### config.mk
export PLATFORM = sky130hd
export DESIGN_NAME = hpio_top
export DESIGN_NICKNAME = d
export VERILOG_FILES = /design/src/pkg/hpio_pkg.sv /design/src/rtl/hpio_pulse.sv /design/src/rtl/hpio_top.sv
export VERILOG_INCLUDE_DIRS = /design/src /design/src/pkg
export SDC_FILE = /design/constraint.sdc
export NUM_CORES = 1
export LEC_CHECK = 0
export ABC_CLOCK_PERIOD_IN_PS = 2100
export BUFFER_PORTS_ARGS = -buffer_cell sky130_fd_sc_hd__buf_2
export CORE_MARGIN = 2
export CORE_UTILIZATION = 40
export CTS_CLUSTER_DIAMETER = 30
export DETAILED_ROUTE_END_ITERATION = 8
export GPL_ROUTABILITY_DRIVEN = 0
export GPL_TIMING_DRIVEN = 0
export HOLD_SLACK_MARGIN = 0.1
export PLACE_DENSITY = 0.77
export SYNTH_ARGS = -nofsm -noshare
export SYNTH_HDL_FRONTEND = slang
export SYNTH_SLANG_ARGS = --single-unit
export TNS_END_PERCENT = 30
### constraint.sdc
create_clock -name aclk -period 2.1 [get_ports aclk]
set_clock_uncertainty 0.05 [all_clocks]
set_input_delay 0.42 -clock aclk [delete_from_list [all_inputs] [get_ports aclk]]
set_output_delay 0.42 -clock aclk [all_outputs]
set_load 0.01 [all_outputs]
### src/pkg/hpio_cfg.svh
`ifndef HPIO_CFG_SVH
`define HPIO_CFG_SVH

// Register byte offsets.
`define HPIO_OFF_CTRL     8'h00
`define HPIO_OFF_PORTA    8'h04
`define HPIO_OFF_PORTB    8'h08
`define HPIO_OFF_PORTCD   8'h0c
`define HPIO_OFF_VERDICT  8'h10
`define HPIO_OFF_SWEEP    8'h14
`define HPIO_OFF_LATCH    8'h18
`define HPIO_OFF_STATUS   8'h1c

// Control register field positions.
`define HPIO_CTRL_CDIR    0
`define HPIO_CTRL_DDIR    1
`define HPIO_CTRL_POL     2

// Reset values.
`define HPIO_RST_CTRL     3'h0
`define HPIO_RST_BYTE     8'h00
`define HPIO_RST_NIB      4'h0

// Timing: clock rate and least pulse widths.
`define HPIO_CLK_MHZ      200
`define HPIO_STROBE_NS    1000
`define HPIO_SWEEP_NS     10000
`define HPIO_STROBE_CYC   ((`HPIO_STROBE_NS * `HPIO_CLK_MHZ + 999) / 1000)
`define HPIO_SWEEP_CYC    ((`HPIO_SWEEP_NS * `HPIO_CLK_MHZ + 999) / 1000)

`endif

### src/pkg/hpio_pkg.sv
package hpio_pkg;

   typedef enum logic [1:0] {
      HPIO_OKAY   = 2'b00,
      HPIO_SLVERR = 2'b10
   } hpio_resp_t;

   typedef enum logic [3:0] {
      HPIO_R_CTRL    = 4'b0000,
      HPIO_R_PORTA   = 4'b0001,
      HPIO_R_PORTB   = 4'b0010,
      HPIO_R_PORTCD  = 4'b0011,
      HPIO_R_VERDICT = 4'b0100,
      HPIO_R_SWEEP   = 4'b0101,
      HPIO_R_LATCH   = 4'b0110,
      HPIO_R_STATUS  = 4'b0111,
      HPIO_R_NONE    = 4'b1111
   } hpio_reg_t;

endpackage : hpio_pkg

### src/rtl/hpio_pulse.sv
`timescale 1ns/1ps
module hpio_pulse #(
   parameter logic [11:0] WIDTH = 12'h0c8
) (
   // Clock and reset
   input  wire logic aclk,
   input  wire logic aresetn,
   // Trigger and pulse
   input  wire logic fire,
   output logic      pulse_n_q
);
   import hpio_pkg::*;

   logic [11:0] cnt_q;
   logic [11:0] low_q;

   // A fire while the pulse runs is dropped; the caller checks busy first.
   always_ff @(posedge aclk) begin
      if (!aresetn) begin
         pulse_n_q <= 1'b1;
         cnt_q     <= 12'h000;
      end else if (pulse_n_q && fire) begin
         pulse_n_q <= 1'b0;
         cnt_q     <= WIDTH - 12'h001;
      end else if (!pulse_n_q) begin
         if (cnt_q == 12'h000) begin
            pulse_n_q <= 1'b1;
         end else begin
            cnt_q <= cnt_q - 12'h001;
         end
      end
   end

   always_ff @(posedge aclk) begin
      if (!aresetn) begin
         low_q <= 12'h000;
      end else if (!pulse_n_q) begin
         low_q <= low_q + 12'h001;
      end else begin
         low_q <= 12'h000;
      end
   end
endmodule : hpio_pulse

### src/rtl/hpio_top.sv
// Notes on behaviour
// - Two 8-bit output ports and two 4-bit bidirectional ports, TTL levels.
// - A low pulse on the trigger input latches the two single-bit outputs.
// - Each nibble port's direction line is low for input, high for output.
// - Every output port write gives an active-low strobe of at least 1 us.
// - Verdict line is latched and driven with configurable pass polarity.
// - Sweep completion gives an active-low pulse of at least 10 us.
// - Each verdict update gives its own active-low strobe of at least 1 us.
// - Direction and polarity change only through the remote register bus.
//
// Design decisions made here: register access over AXI4-Lite and the register addresses.
`timescale 1ns/1ps
`include "hpio_cfg.svh"
module hpio_top (
   // Clock and reset
   input  wire logic              aclk,
   input  wire logic              aresetn,
   // AXI4-Lite write channels
   input  wire logic [7:0]        s_axi_awaddr,
   input  wire logic              s_axi_awvalid,
   output logic                   s_axi_awready,
   input  wire logic [31:0]       s_axi_wdata,
   input  wire logic [3:0]        s_axi_wstrb,
   input  wire logic              s_axi_wvalid,
   output logic                   s_axi_wready,
   output hpio_pkg::hpio_resp_t   s_axi_bresp,
   output logic                   s_axi_bvalid,
   input  wire logic              s_axi_bready,
   // AXI4-Lite read channels
   input  wire logic [7:0]        s_axi_araddr,
   input  wire logic              s_axi_arvalid,
   output logic                   s_axi_arready,
   output logic [31:0]            s_axi_rdata,
   output hpio_pkg::hpio_resp_t   s_axi_rresp,
   output logic                   s_axi_rvalid,
   input  wire logic              s_axi_rready,
   // Handler latch trigger and latched pair
   input  wire logic              latch_trigger_input_n,
   output logic [1:0]             latched_output_pair,
   // Output byte ports and their strobe
   output logic [7:0]             first_byte_output,
   output logic [7:0]             second_byte_output,
   output logic                   port_wr_strobe_n,
   // Bidirectional nibble ports
   input  wire logic [3:0]        port_c_i,
   output logic [3:0]             port_c_o,
   output logic [3:0]             port_c_oe,
   output logic                   port_c_dir,
   input  wire logic [3:0]        port_d_i,
   output logic [3:0]             port_d_o,
   output logic [3:0]             port_d_oe,
   output logic                   port_d_dir,
   // Verdict and sweep
   output logic                   pass_fail,
   output logic                   pass_fail_strobe_n,
   output logic                   sweep_end_n
);
   import hpio_pkg::*;

   localparam logic [11:0] STROBE_CYC = 12'(`HPIO_STROBE_CYC);
   localparam logic [11:0] SWEEP_CYC  = 12'(`HPIO_SWEEP_CYC);

   function automatic hpio_reg_t hpio_decode(input logic [7:0] addr);
      if (addr == `HPIO_OFF_CTRL) return HPIO_R_CTRL;
      else if (addr == `HPIO_OFF_PORTA) return HPIO_R_PORTA;
      else if (addr == `HPIO_OFF_PORTB) return HPIO_R_PORTB;
      else if (addr == `HPIO_OFF_PORTCD) return HPIO_R_PORTCD;
      else if (addr == `HPIO_OFF_VERDICT) return HPIO_R_VERDICT;
      else if (addr == `HPIO_OFF_SWEEP) return HPIO_R_SWEEP;
      else if (addr == `HPIO_OFF_LATCH) return HPIO_R_LATCH;
      else if (addr == `HPIO_OFF_STATUS) return HPIO_R_STATUS;
      else return HPIO_R_NONE;
   endfunction : hpio_decode

   logic [7:0]  awaddr_q;
   logic        aw_got_q;
   logic [31:0] wdata_q;
   logic        wlane0_q;
   logic        w_got_q;
   logic [2:0]  ctrl_q;
   logic [1:0]  stage_q;
   logic        trig_prev_q;
   logic        verdict_q;
   logic        port_fire_q;
   logic        pf_fire_q;
   logic        sweep_fire_q;
   logic        do_write;
   hpio_reg_t   wsel;
   logic        port_busy;
   logic        pf_busy;
   logic        sweep_busy;
   logic        wr_err;
   logic        wr_ok;

   assign do_write   = aw_got_q && w_got_q && !s_axi_bvalid;
   assign wsel       = hpio_decode(awaddr_q);
   assign port_busy  = !port_wr_strobe_n || port_fire_q;
   assign pf_busy    = !pass_fail_strobe_n || pf_fire_q;
   assign sweep_busy = !sweep_end_n || sweep_fire_q;
   // Data under a running strobe must not move, so such writes are refused.
   assign wr_err = (wsel == HPIO_R_NONE) || (wsel == HPIO_R_STATUS)
      || (port_busy && (wsel == HPIO_R_PORTA || wsel == HPIO_R_PORTB
                        || wsel == HPIO_R_PORTCD))
      || (pf_busy && wsel == HPIO_R_VERDICT)
      || (sweep_busy && wsel == HPIO_R_SWEEP);
   assign wr_ok = do_write && !wr_err && wlane0_q;

   // Write address and data are taken in either order, one write at a time.
   always_ff @(posedge aclk) begin
      if (!aresetn) begin
         s_axi_awready <= 1'b1;
         s_axi_wready  <= 1'b1;
         aw_got_q      <= 1'b0;
         w_got_q       <= 1'b0;
         awaddr_q      <= 8'h00;
         wdata_q       <= 32'h0000_0000;
         wlane0_q      <= 1'b0;
         s_axi_bvalid  <= 1'b0;
         s_axi_bresp   <= HPIO_OKAY;
      end else begin
         if (s_axi_awvalid && s_axi_awready) begin
            awaddr_q      <= s_axi_awaddr;
            aw_got_q      <= 1'b1;
            s_axi_awready <= 1'b0;
         end
         if (s_axi_wvalid && s_axi_wready) begin
            wdata_q      <= s_axi_wdata;
            wlane0_q     <= s_axi_wstrb[0];
            w_got_q      <= 1'b1;
            s_axi_wready <= 1'b0;
         end
         if (do_write) begin
            aw_got_q     <= 1'b0;
            w_got_q      <= 1'b0;
            s_axi_bvalid <= 1'b1;
            s_axi_bresp  <= wr_err ? HPIO_SLVERR : HPIO_OKAY;
         end
         if (s_axi_bvalid && s_axi_bready) begin
            s_axi_bvalid  <= 1'b0;
            s_axi_awready <= 1'b1;
            s_axi_wready  <= 1'b1;
         end
      end
   end

   // Configuration has no other writer than the bus.
   always_ff @(posedge aclk) begin
      if (!aresetn) begin
         ctrl_q     <= `HPIO_RST_CTRL;
         port_c_dir <= 1'b0;
         port_d_dir <= 1'b0;
         port_c_oe  <= `HPIO_RST_NIB;
         port_d_oe  <= `HPIO_RST_NIB;
      end else if (wr_ok && wsel == HPIO_R_CTRL) begin
         ctrl_q     <= wdata_q[2:0];
         port_c_dir <= wdata_q[`HPIO_CTRL_CDIR];
         port_d_dir <= wdata_q[`HPIO_CTRL_DDIR];
         port_c_oe  <= {4{wdata_q[`HPIO_CTRL_CDIR]}};
         port_d_oe  <= {4{wdata_q[`HPIO_CTRL_DDIR]}};
      end
   end

   // Port data moves one cycle before its strobe falls.
   always_ff @(posedge aclk) begin
      if (!aresetn) begin
         first_byte_output  <= `HPIO_RST_BYTE;
         second_byte_output <= `HPIO_RST_BYTE;
         port_c_o           <= `HPIO_RST_NIB;
         port_d_o           <= `HPIO_RST_NIB;
         port_fire_q        <= 1'b0;
      end else begin
         port_fire_q <= 1'b0;
         if (wr_ok && wsel == HPIO_R_PORTA) begin
            first_byte_output <= wdata_q[7:0];
            port_fire_q       <= 1'b1;
         end else if (wr_ok && wsel == HPIO_R_PORTB) begin
            second_byte_output <= wdata_q[7:0];
            port_fire_q        <= 1'b1;
         end else if (wr_ok && wsel == HPIO_R_PORTCD) begin
            port_c_o    <= wdata_q[3:0];
            port_d_o    <= wdata_q[7:4];
            port_fire_q <= 1'b1;
         end
      end
   end

   // The verdict is latched with the polarity in force when it is written.
   always_ff @(posedge aclk) begin
      if (!aresetn) begin
         verdict_q <= 1'b0;
         pass_fail <= 1'b0;
         pf_fire_q <= 1'b0;
      end else begin
         pf_fire_q <= 1'b0;
         if (wr_ok && wsel == HPIO_R_VERDICT) begin
            verdict_q <= wdata_q[0];
            pass_fail <= wdata_q[0] ^ ctrl_q[`HPIO_CTRL_POL];
            pf_fire_q <= 1'b1;
         end
      end
   end

   always_ff @(posedge aclk) begin
      if (!aresetn) begin
         sweep_fire_q <= 1'b0;
      end else begin
         sweep_fire_q <= wr_ok && wsel == HPIO_R_SWEEP && wdata_q[0];
      end
   end

   // Capture on the falling edge; the handler keeps the pulse long enough.
   always_ff @(posedge aclk) begin
      if (!aresetn) begin
         stage_q             <= 2'h0;
         trig_prev_q         <= 1'b1;
         latched_output_pair <= 2'h0;
      end else begin
         trig_prev_q <= latch_trigger_input_n;
         if (wr_ok && wsel == HPIO_R_LATCH) begin
            stage_q <= wdata_q[1:0];
         end
         if (trig_prev_q && !latch_trigger_input_n) begin
            latched_output_pair <= stage_q;
         end
      end
   end

   hpio_pulse #(.WIDTH(STROBE_CYC)) u_port_strobe (
      .aclk      (aclk),
      .aresetn   (aresetn),
      .fire      (port_fire_q),
      .pulse_n_q (port_wr_strobe_n)
   );

   hpio_pulse #(.WIDTH(STROBE_CYC)) u_pf_strobe (
      .aclk      (aclk),
      .aresetn   (aresetn),
      .fire      (pf_fire_q),
      .pulse_n_q (pass_fail_strobe_n)
   );

   hpio_pulse #(.WIDTH(SWEEP_CYC)) u_sweep (
      .aclk      (aclk),
      .aresetn   (aresetn),
      .fire      (sweep_fire_q),
      .pulse_n_q (sweep_end_n)
   );

   // One read at a time; the answer follows the address by one cycle.
   always_ff @(posedge aclk) begin
      if (!aresetn) begin
         s_axi_arready <= 1'b1;
         s_axi_rvalid  <= 1'b0;
         s_axi_rdata   <= 32'h0000_0000;
         s_axi_rresp   <= HPIO_OKAY;
      end else if (s_axi_arvalid && s_axi_arready) begin
         s_axi_arready <= 1'b0;
         s_axi_rvalid  <= 1'b1;
         s_axi_rresp   <= HPIO_OKAY;
         s_axi_rdata   <= 32'h0000_0000;
         case (hpio_decode(s_axi_araddr))
            HPIO_R_CTRL: begin
               s_axi_rdata[2:0] <= ctrl_q;
            end
            HPIO_R_PORTA: begin
               s_axi_rdata[7:0] <= first_byte_output;
            end
            HPIO_R_PORTB: begin
               s_axi_rdata[7:0] <= second_byte_output;
            end
            HPIO_R_PORTCD: begin
               s_axi_rdata[7:0] <= {port_d_o, port_c_o};
            end
            HPIO_R_VERDICT: begin
               s_axi_rdata[1:0] <= {pass_fail, verdict_q};
            end
            HPIO_R_SWEEP: begin
               s_axi_rdata[0] <= sweep_busy;
            end
            HPIO_R_LATCH: begin
               s_axi_rdata[3:0] <= {latched_output_pair, stage_q};
            end
            HPIO_R_STATUS: begin
               s_axi_rdata[11:0] <= {port_d_i, port_c_i, latch_trigger_input_n,
                                     sweep_busy, pf_busy, port_busy};
            end
            default: begin
               s_axi_rresp <= HPIO_SLVERR;
            end
         endcase
      end else if (s_axi_rvalid && s_axi_rready) begin
         s_axi_rvalid  <= 1'b0;
         s_axi_arready <= 1'b1;
      end
   end
endmodule : hpio_top

==> qor.yml, run 1 <==
fmax_mhz: 483
total_power_w: 0.00573
yosys.area.top_type: "dfxtp_1"
powerDensity_nw_per_um2: 827
antenna_cells: 0
setup_violations: 0
synthCells: 629
cap_violations: 0
fin_crit_ps: 2070
synth_seq_cells: 114
ys_seq_area_share_pct: 41.9
dpl_cell_area_um2: 6220
gr-usage-all-layers_pct: 19.5
outcome: "complete, no violations"
cts_tree: "built"
grt_antenna_before_repair: 0
grt-ovfl-total: 0
grt_first_pass_wirelength_mm: 22.6
avgSynthCellArea_um2: 8.65
slew_violations: 0
die_area_um2: 14600
rsz0062_at_grt: "true"
root_buffer: "clkbuf_16"
grt_max_degree: 17
clk_pin_slew_worst_paths_ps: 50
wl_per_cell_um: 14.9
drive_above_1_share_pct: 24.1
routed_wirelength_mm: 14.1
min_path_type: "input port to register"
io_pins: 149
num_vias: 5079
hold-worst-slack_ps: 161
cp.required_ps: 2350
clockBufferDepth: 2
h-tree-depth: 4
critPathCaptureType: "register"
critPathKind: "register to register"
r2r-end: "u_pf_strobe.cnt_q[10]"
startpoint: "u_pf_strobe.cnt_q[0]"
critPathLaunchType: "register"
ys_top_cells_by_area: "dfxtp_1 (42%), mux2i_1 (7.2%), nand2_1 (6.2%), buf_4 (4.6%), a21oi_1 (3.7%)"
dp_slack_ps: -79.9
area_growth_pct: 27.2
reg2regPathDepth: 6
cts_buffers: 17
hold_viol: 0
viasPerCell: 5.34
setup_ws_ps: 30.9
start_util_pct: 41.1
core-area_um2: 13200
slew_headroom_pct: 49.2
cts_hold_buf: 0
ys.flop_type: "dfxtp_1"
dp_hpwl_mm: 10.2
grt_pass1_vias: 4584
irDropWorstVdd_v: 0.000542
cts_num_sinks: 114
synth_edf_count: 0
fp-row-count: 42
reg2reg_from: "u_pf_strobe.cnt_q[0]"
synth_warnings: 0
io_buffers: 96
insertion_delay_ps: 410
antenna_left: 0
fin_crit_sh_pct: 98.5
die_w_um: 121
remaining_drc_errors: 0
worst_slew_pin_slew_ps: 755
cp_data_arrival_time_ps: 2320
initialDrtViolationCount: 455
fp.dieH_um: 121
critPathCapture: "u_pf_strobe.cnt_q[10]"
final_nets: 837
async_reset_ff_share_pct: 0
crit_fanout: 5
stdcell_area_um2: 6920
drt_pre_antenna_iters: 5
post-cts-setup-buffers: 0
leakage_nw: 2.90
syn_area_um2: 5440
yosys.area.top_type_share_pct: 41.9
cts_resized: 4
synth.distinct_cells: 61
r2r_slack_ps: 30
==> logic make-up (layout without fill, tap and decap cells) <==
kind of cell	after synthesis	after routing	share of synthesized area, %
and+or+nand+nor	250	250	23.5
AOI/OAI and AO/OA	135	135	16.6
DFF	114	114	41.9
buffers and inverters	73	198	7.31
muxes	44	44	8.21
xor gates and xnor gates	7	7	1.13
adders and majority gates	5	5	1.15
other	1	22	0.0689
==> metrics by stage <==
stage	instances	setup TNS (ps)	utilization [%]
2_1_floorplan	650	0	-
3_3_place_gp	922	-583	47.0
3_5_place_dp	922	-1350	47.0
4_1_cts	952	-88.8	52.0
5_1_grt	951	-89.8	52.2
6_report	951	0	52.2
==> worst max-delay path: stages, from the launching register on <==
cell and delay (ps):
dfxtp_1 320, inv_1 80, ha_1 230, or4b_2 660, a211oi_2 300, a21oi_1 100, a31o_2 220
==> cells in the mapped netlist (5+ instances only) <==
library cell / n
nand2b_1: 12
and2_1: 5
nor2b_1: 6
a211oi_1: 9
inv_1: 14
o31ai_1: 10
nor3_1: 15
or4_1: 11
ha_1: 5
a22oi_1: 7
a311oi_1: 5
a21oi_1: 40
clkbuf_1: 23
o21ai_0: 19
a31oi_1: 12
nand3_1: 21
nor2_1: 33
nand2_1: 90
buf_4: 33
nor4_1: 9
or3_1: 12
xnor2_1: 6
dfxtp_1: 114
nand3b_1: 6
and3_1: 6
mux2i_1: 39
mux2_2: 5
==> report_power, final <==
part | total (W) | switching, W | internal [W]
Clock | 0.00318 | 0.000992 | 0.00218
Combinational | 0.000327 | 0.000203 | 0.000124
Sequential | 0.00222 | 0.0000239 | 0.00220
Total | 0.00573 | 0.00122 | 0.00451
==> registers in the layout, indices dropped and copies added, names as in the netlist, 2 cells and up <==
signal,cells
port_c_o,4
u_port_strobe.cnt_q,12
wdata_q,8
awaddr_q,8
u_sweep.cnt_q,12
latched_output_pair,2
stage_q,2
s_axi_rdata,12
u_pf_strobe.cnt_q,12
ctrl_q,3
port_d_o,4
first_byte_output,8
second_byte_output,8
==> final cells by class <==
class | count | area, um^2
fillers | 1223 | 6320
multi-input cells | 463 | 2890
flip-flops and latches | 114 | 2280
repair buffers | 96 | 480
clock buffers | 21 | 470
plain buffers | 58 | 344
well taps | 176 | 220
clock inverters | 9 | 179
inverters | 14 | 52.6
==> worst min-delay path by stage <==
stage            startpoint            to  cells past startpoint  slack [ps]
6_report       s_axi_wvalid  s_axi_wready                      2         160
5_1_grt        s_axi_wvalid  s_axi_wready                      2         170
4_1_cts        s_axi_wvalid  s_axi_wready                      2         160
3_5_place_dp    awaddr_q[5]   awaddr_q[5]                      2         400
3_3_place_gp    awaddr_q[5]   awaddr_q[5]                      2         390
2_1_floorplan   awaddr_q[6]   awaddr_q[6]                      2         380
==> cell usage in the layout (no fill, tap or decap), types with 10 or more instances in the layout <==
| cell type | instances |
|---|---|
| nand3_1 | 21 |
| nand2b_1 | 12 |
| nor2_1 | 33 |
| buf_4 | 33 |
| nor3_1 | 15 |
| a21oi_1 | 40 |
| or3_1 | 12 |
| inv_1 | 14 |
| o31ai_1 | 10 |
| conb_1 | 22 |
| mux2i_1 | 39 |
| nand2_1 | 90 |
| o21ai_0 | 19 |
| or4_1 | 10 |
| buf_2 | 96 |
| clkbuf_1 | 22 |
| clkbuf_16 | 17 |
| a31oi_1 | 12 |
| dfxtp_1 | 114 |
==> layer usage <==
metal  global-route usage (%)  wire length, um  up-vias
met5                        0                0        -
li1                         -                -     2511
met3                     5.09              890       18
met2                     31.3             6560      177
met1                     25.5             6430     2373
met4                     6.25              244        0
(Power assumes the default switching activity.)
==> inputs of run 2 (changes only) <==
- ABC_CLOCK_PERIOD_IN_PS: 2100 -> 1700
- clock period: 2.1 -> 1.7 ns (I/O delays scaled with it)
==> run 2 against run 1 <==
The flow now finishes with violations (setup timing). Setup slack got worse by 290 ps. Cell count is 3.2% higher. Power up 20%. Maximum frequency increased by 5.7%.
==> qor.yml, run 2 (synthesized netlist as in run 1, its figures left out) <==
outcome: "complete, but fails checks"
violations: "setup timing"
met2_usage_pct: 32.6  # +1.3 points
viasPerCell: 5.43  # +1.6%
gr-usage-all-layers_pct: 20.6  # +1.2 points
cp_data_arrival_time_ps: 2260  # -60 ps
h-tree-depth: 4  # unchanged
leakage_nw: 3.14  # +8.3%
wl_per_cell_um: 15.9  # +7.1%
layout_commonest_cell: "dfxtp_1"
tns_ps: -3250  # -3250 ps
clockBufferDepth: 2  # unchanged
crit_fanout: 5  # unchanged
fmax_mhz: 511  # +5.7%
cts_num_sinks: 114  # unchanged
io_pins: 149  # unchanged
cts_buffers: 17  # unchanged
fillers: 1166  # -4.7%
drt_pre_antenna_iters: 5  # unchanged
insertion_delay_ps: 420  # about the same
grt-ovfl-total: 0  # unchanged
irDropWorstVdd_v: 0.000821  # +51%
cp.required_ps: 2000  # -350 ps
clk_pin_slew_worst_paths_ps: 60  # about the same
setup_violations: 46  # +46
critPathLaunchType: "register"
grt_first_pass_wirelength_mm: 23.8  # +5.5%
core-area_um2: 13200  # unchanged
slew_headroom_pct: 54.4  # +5.1 points
die_w_um: 121  # unchanged
min_path_type: "input port to register"
critPathCaptureType: "register"
final_nets: 865  # +3.3%
remaining_drc_errors: 0  # unchanged
start_util_pct: 41.1  # unchanged
dp_hpwl_mm: 10.3  # +1.4%
crit_chain: "or4_4 -> or3_4 -> or4_4 -> a21oi_2"
die_area_um2: 14600  # unchanged
area_growth_pct: 38.5
cap_violations: 0  # unchanged
grt_max_degree: 17  # unchanged
routed_wirelength_mm: 15.6  # +10%
num_vias: 5324  # +4.8%
post-route-util_pct: 56.9  # +4.6 points
met3_usage_pct: 5.66  # +0.57 points
worst_slew_pin_slew_ps: 685  # -70.7 ps
slew_violations: 0  # unchanged
r2r_slack_ps: -260  # -290 ps
busiest_layer: "met2"
grt_pass1_vias: 4809  # +4.9%
antenna_left: 0  # unchanged
fin_crit_sh_pct: 115  # +17 points
max_stage_delay_ps: 520  # -140 ps
hold_viol: 0  # unchanged
dp_slack_ps: -470  # -391 ps
root_buffer: "clkbuf_16"
drive_above_1_share_pct: 34.2  # +10 points
setup_ws_ps: -257  # -288 ps
layout_common_cells: "dfxtp_1 (100), buf_2 (96), nand2_1 (90)"
cpMostUsedCell: "or4_4"
cp_slowest_cell: "or4_4"
powerDensity_nw_per_um2: 913  # +10%
fp.dieH_um: 121  # unchanged
fin_crit_ps: 1960  # -112 ps
fp-row-count: 42  # unchanged
antenna_cells: 0  # unchanged
io_buffers: 96  # unchanged
critPathKind: "register to register"
initialDrtViolationCount: 376  # -17%
cts_tree: "built"
rsz0062_at_grt: "true"
grt_antenna_before_repair: 0  # unchanged
grt_util_met1_pct: 26.9  # +1.4 points
[run 2: final cells by class]
type	instances	area (um^2)	area share, %
multi-input cells	463	3250	43.1
inverters	14	55.1	0.731
flip-flops and latches	114	2310	30.6
plain buffers	57	368	4.88
repair buffers	125	719	9.55
clock buffers	18	439	5.83
well taps	176	220	2.92
clock inverters	14	179	2.37
[run 2: final timing paths]
| check | start | to | cells after the start |
|---|---|---|---|
| max reg2reg | u_sweep.cnt_q[1] | u_sweep.cnt_q[11] | 4 |
| max | u_sweep.cnt_q[1] | u_sweep.cnt_q[11] | 4 |
| min reg2reg | wdata_q[4] | wdata_q[4] | 2 |
| min | port_d_i[3] | s_axi_rdata[11] | 3 |
[run 2: through the flow]
step,cell area (um^2),power (W),cells,hold WS [ps]
after floorplan,5560,0.00307,650,386
after global placement,6260,0.00320,922,395
after detailed placement,6260,0.00321,922,397
after CTS,7180,0.00690,967,103
after global routing,7530,0.00708,981,126
final,7530,0.00688,981,114
[run 2: what timing repair did]
item,CTS,global route
gates resized for setup,44,62
pin swaps,19,26
hold buffers,7,0
buffers inserted,6,15
setup endpoints to repair,67,91
cloned,1,0
endpoints found under the hold margin,7,0
[run 2: routing by layer]
metal	wire [um]	up-vias
met2	7650	180
met3	909	23
met4	203	0
li1	-	2571
met5	0	-
met1	6840	2550
[run 2: where the power goes]
group          switching (W)  leakage, nW  total (W)  internal (W)
clock                0.00134        0.294    0.00370       0.00236
combinational       0.000267         1.92   0.000439      0.000171
sequential         0.0000331        0.929    0.00274       0.00271
[run 2: worst max-delay path: cells and delay by family, from the launching register on]
| family | cells | cell delay, ps |
|---|---|---|
| DFF | 1 | 340 |
| AOI/OAI and AO/OA | 1 | 120 |
| and+or+nand+nor | 3 | 1380 |
==> inputs of run 3 (changes only) <==
- CORE_UTILIZATION: 40 -> 48
- PLACE_DENSITY: 0.77 -> 0.88
==> run 3 against run 2 <==
The run still ends with setup timing left. First-iteration DRC count is 37% higher. Die area is 16% lower. Global-route usage is 5.2 points higher. Critical path depth stayed put. Sequential cell count stayed put. Combinational power hardly changed. Non-clock buffer count is 5 lower. Setup slack better by 15 ps. Cell count is 4.2% lower. Routed wire length is 4.0% higher. Power is 0.67% higher. Critical path type unchanged. Critical endpoint unchanged. Largest power group unchanged. Highest routed layer unchanged.
==> qor.yml, run 3 (synthesized netlist as in run 1, its figures left out) <==
r2r_slack_ps: -240  # +20 ps
remaining_drc_errors: 0  # unchanged
layout_common_cells: "dfxtp_1 (101), buf_2 (96), nand2_1 (90)"
setup_ws_ps: -241  # +15.3 ps
dp_hpwl_mm: 10.0  # -2.4%
powerDensity_nw_per_um2: 938  # +2.8%
gr-usage-all-layers_pct: 25.8  # +5.2 points
fp.dieH_um: 110  # -8.4%
grt-ovfl-total: 0  # unchanged
slew_violations: 0  # unchanged
worst_slew_pin_slew_ps: 705  # +20.1 ps
core-area_um2: 10900  # -17%
fin_crit_ps: 1940  # -15.3 ps
setup_violations: 59  # +28%
crit_fanout: 6  # +1
initialDrtViolationCount: 514  # +37%
wl_per_cell_um: 17.3  # +8.5%
critPathCaptureType: "register"
cap_violations: 0  # unchanged
clockBufferDepth: 2  # unchanged
drive_above_1_share_pct: 33.4  # -0.79 points
die_area_um2: 12200  # -16%
drt_pre_antenna_iters: 6  # +1
routed_wirelength_mm: 16.2  # +4.0%
num_vias: 5594  # +5.1%
critPathLaunchType: "register"
antenna_cells: 0  # unchanged
layout_commonest_cell: "dfxtp_1"
grt_first_pass_wirelength_mm: 25.8  # +8.4%
clk_pin_slew_worst_paths_ps: 60  # about the same
dpl_cell_area_um2: 6210  # -0.72%
fin_crit_sh_pct: 114  # -0.90 points
rsz0062_at_grt: "true"
fp-row-count: 38  # -9.5%
cts_buffers: 17  # unchanged
io_buffers: 96  # unchanged
outcome: "complete, but fails checks"
io_pins: 149  # unchanged
tns_ps: -6560  # -3320 ps
post-route-util_pct: 67.5  # +11 points
cp_data_arrival_time_ps: 2240  # -20 ps
slew_headroom_pct: 53.0  # -1.3 points
fmax_mhz: 515  # +0.79%
holdCritStartpoint: "s_axi_wdata[5]"
irDropWorstVdd_v: 0.000636  # -22%
area_growth_pct: 35.7
grt_max_degree: 17  # unchanged
h-tree-depth: 4  # unchanged
cts_num_sinks: 114  # unchanged
startpoint: "u_sweep.cnt_q[3]"
die_w_um: 110  # -8.4%
critPathKind: "register to register"
grt_antenna_before_repair: 0  # unchanged
root_buffer: "clkbuf_16"
insertion_delay_ps: 420  # about the same
viasPerCell: 5.95  # +9.7%
leakage_nw: 3.12  # -0.88%
grt_pass1_vias: 5252  # +9.2%
stdcell_area_um2: 7380  # -2.0%
hold_viol: 0  # unchanged
cp.required_ps: 2000  # about the same
start_util_pct: 49.8  # +8.7 points
violations: "setup timing"
reg2reg_from: "u_sweep.cnt_q[3]"
min_path_type: "input port to register"
antenna_left: 0  # unchanged
cts_tree: "built"
final_nets: 860  # -0.58%
==> run 3: changes by cell type in the layout (fill, tap and decap cells not counted), sizes merged <==
cell and delta:
clkinv -2, clkinvlp -3, inv +6, buf -3
dlygate4sd3 -3
==> run 3: routing by layer <==
| layer | vias to the layer above | share of wire (%) | track usage [%] |
|---|---|---|---|
| met4 | 0 | 3.6 | 12.9 |
| li1 | 2560 | - | - |
| met2 | 356 | 49 | 43.1 |
| met1 | 2609 | 40 | 31.2 |
| met3 | 69 | 8.1 | 5.98 |
| met5 | - | 0 | 0 |
==> run 3: path summary, 6_finish.rpt <==
| check | endpoint | depth (start not counted) |
|---|---|---|
| hold reg to reg | wdata_q[2] | 2 |
| setup / recovery | u_sweep.cnt_q[11] | 4 |
| hold / removal | wdata_q[5] | 3 |
| setup reg to reg | u_sweep.cnt_q[11] | 4 |
==> run 3: where the power goes <==
| group | internal, W | switching [W] |
|---|---|---|
| Clock | 0.00235 | 0.00139 |
| Sequential | 0.00271 | 0.0000365 |
| Combinational | 0.000167 | 0.000271 |
==> run 3: critical path, stage by stage (launching register included) <==
cell and delay [ps]:
dfxtp_2 320, or4_4 530, or3_4 370, or4_1 490, a21oi_2 120
==> run 3: through the flow <==
| stage | instances | hold WS, ps | power, W | worst slack (ps) |
|---|---|---|---|---|
| global placement | 886 | 394 | 0.00319 | -500 |
| CTS | 937 | 104 | 0.00691 | -274 |
| detailed placement | 886 | 398 | 0.00320 | -488 |
| floorplan | 650 | 386 | 0.00307 | -216 |
| global route | 940 | 109 | 0.00711 | -301 |
| finish | 940 | 105 | 0.00693 | -241 |
==> run 3: final cells by class <==
cell class	count	area, um^2
clock buffers	17	425
fillers	791	3550
clock inverters	15	194
multi-input cells	463	3190
inverters	14	52.6
plain buffers	57	358
flip-flops and latches	114	2300
repair buffers	120	683
well taps	140	175
==> run 3: repair_timing <==
action | CTS | global route
hold buffers | 3 | 1
resized for setup | 59 | 27
hold endpoints to repair | 3 | 1
setup buffers | 17 | 2
endpoints found under the setup margin | 73 | 85
pin swaps | 26 | 12
cloned | 1 | 0
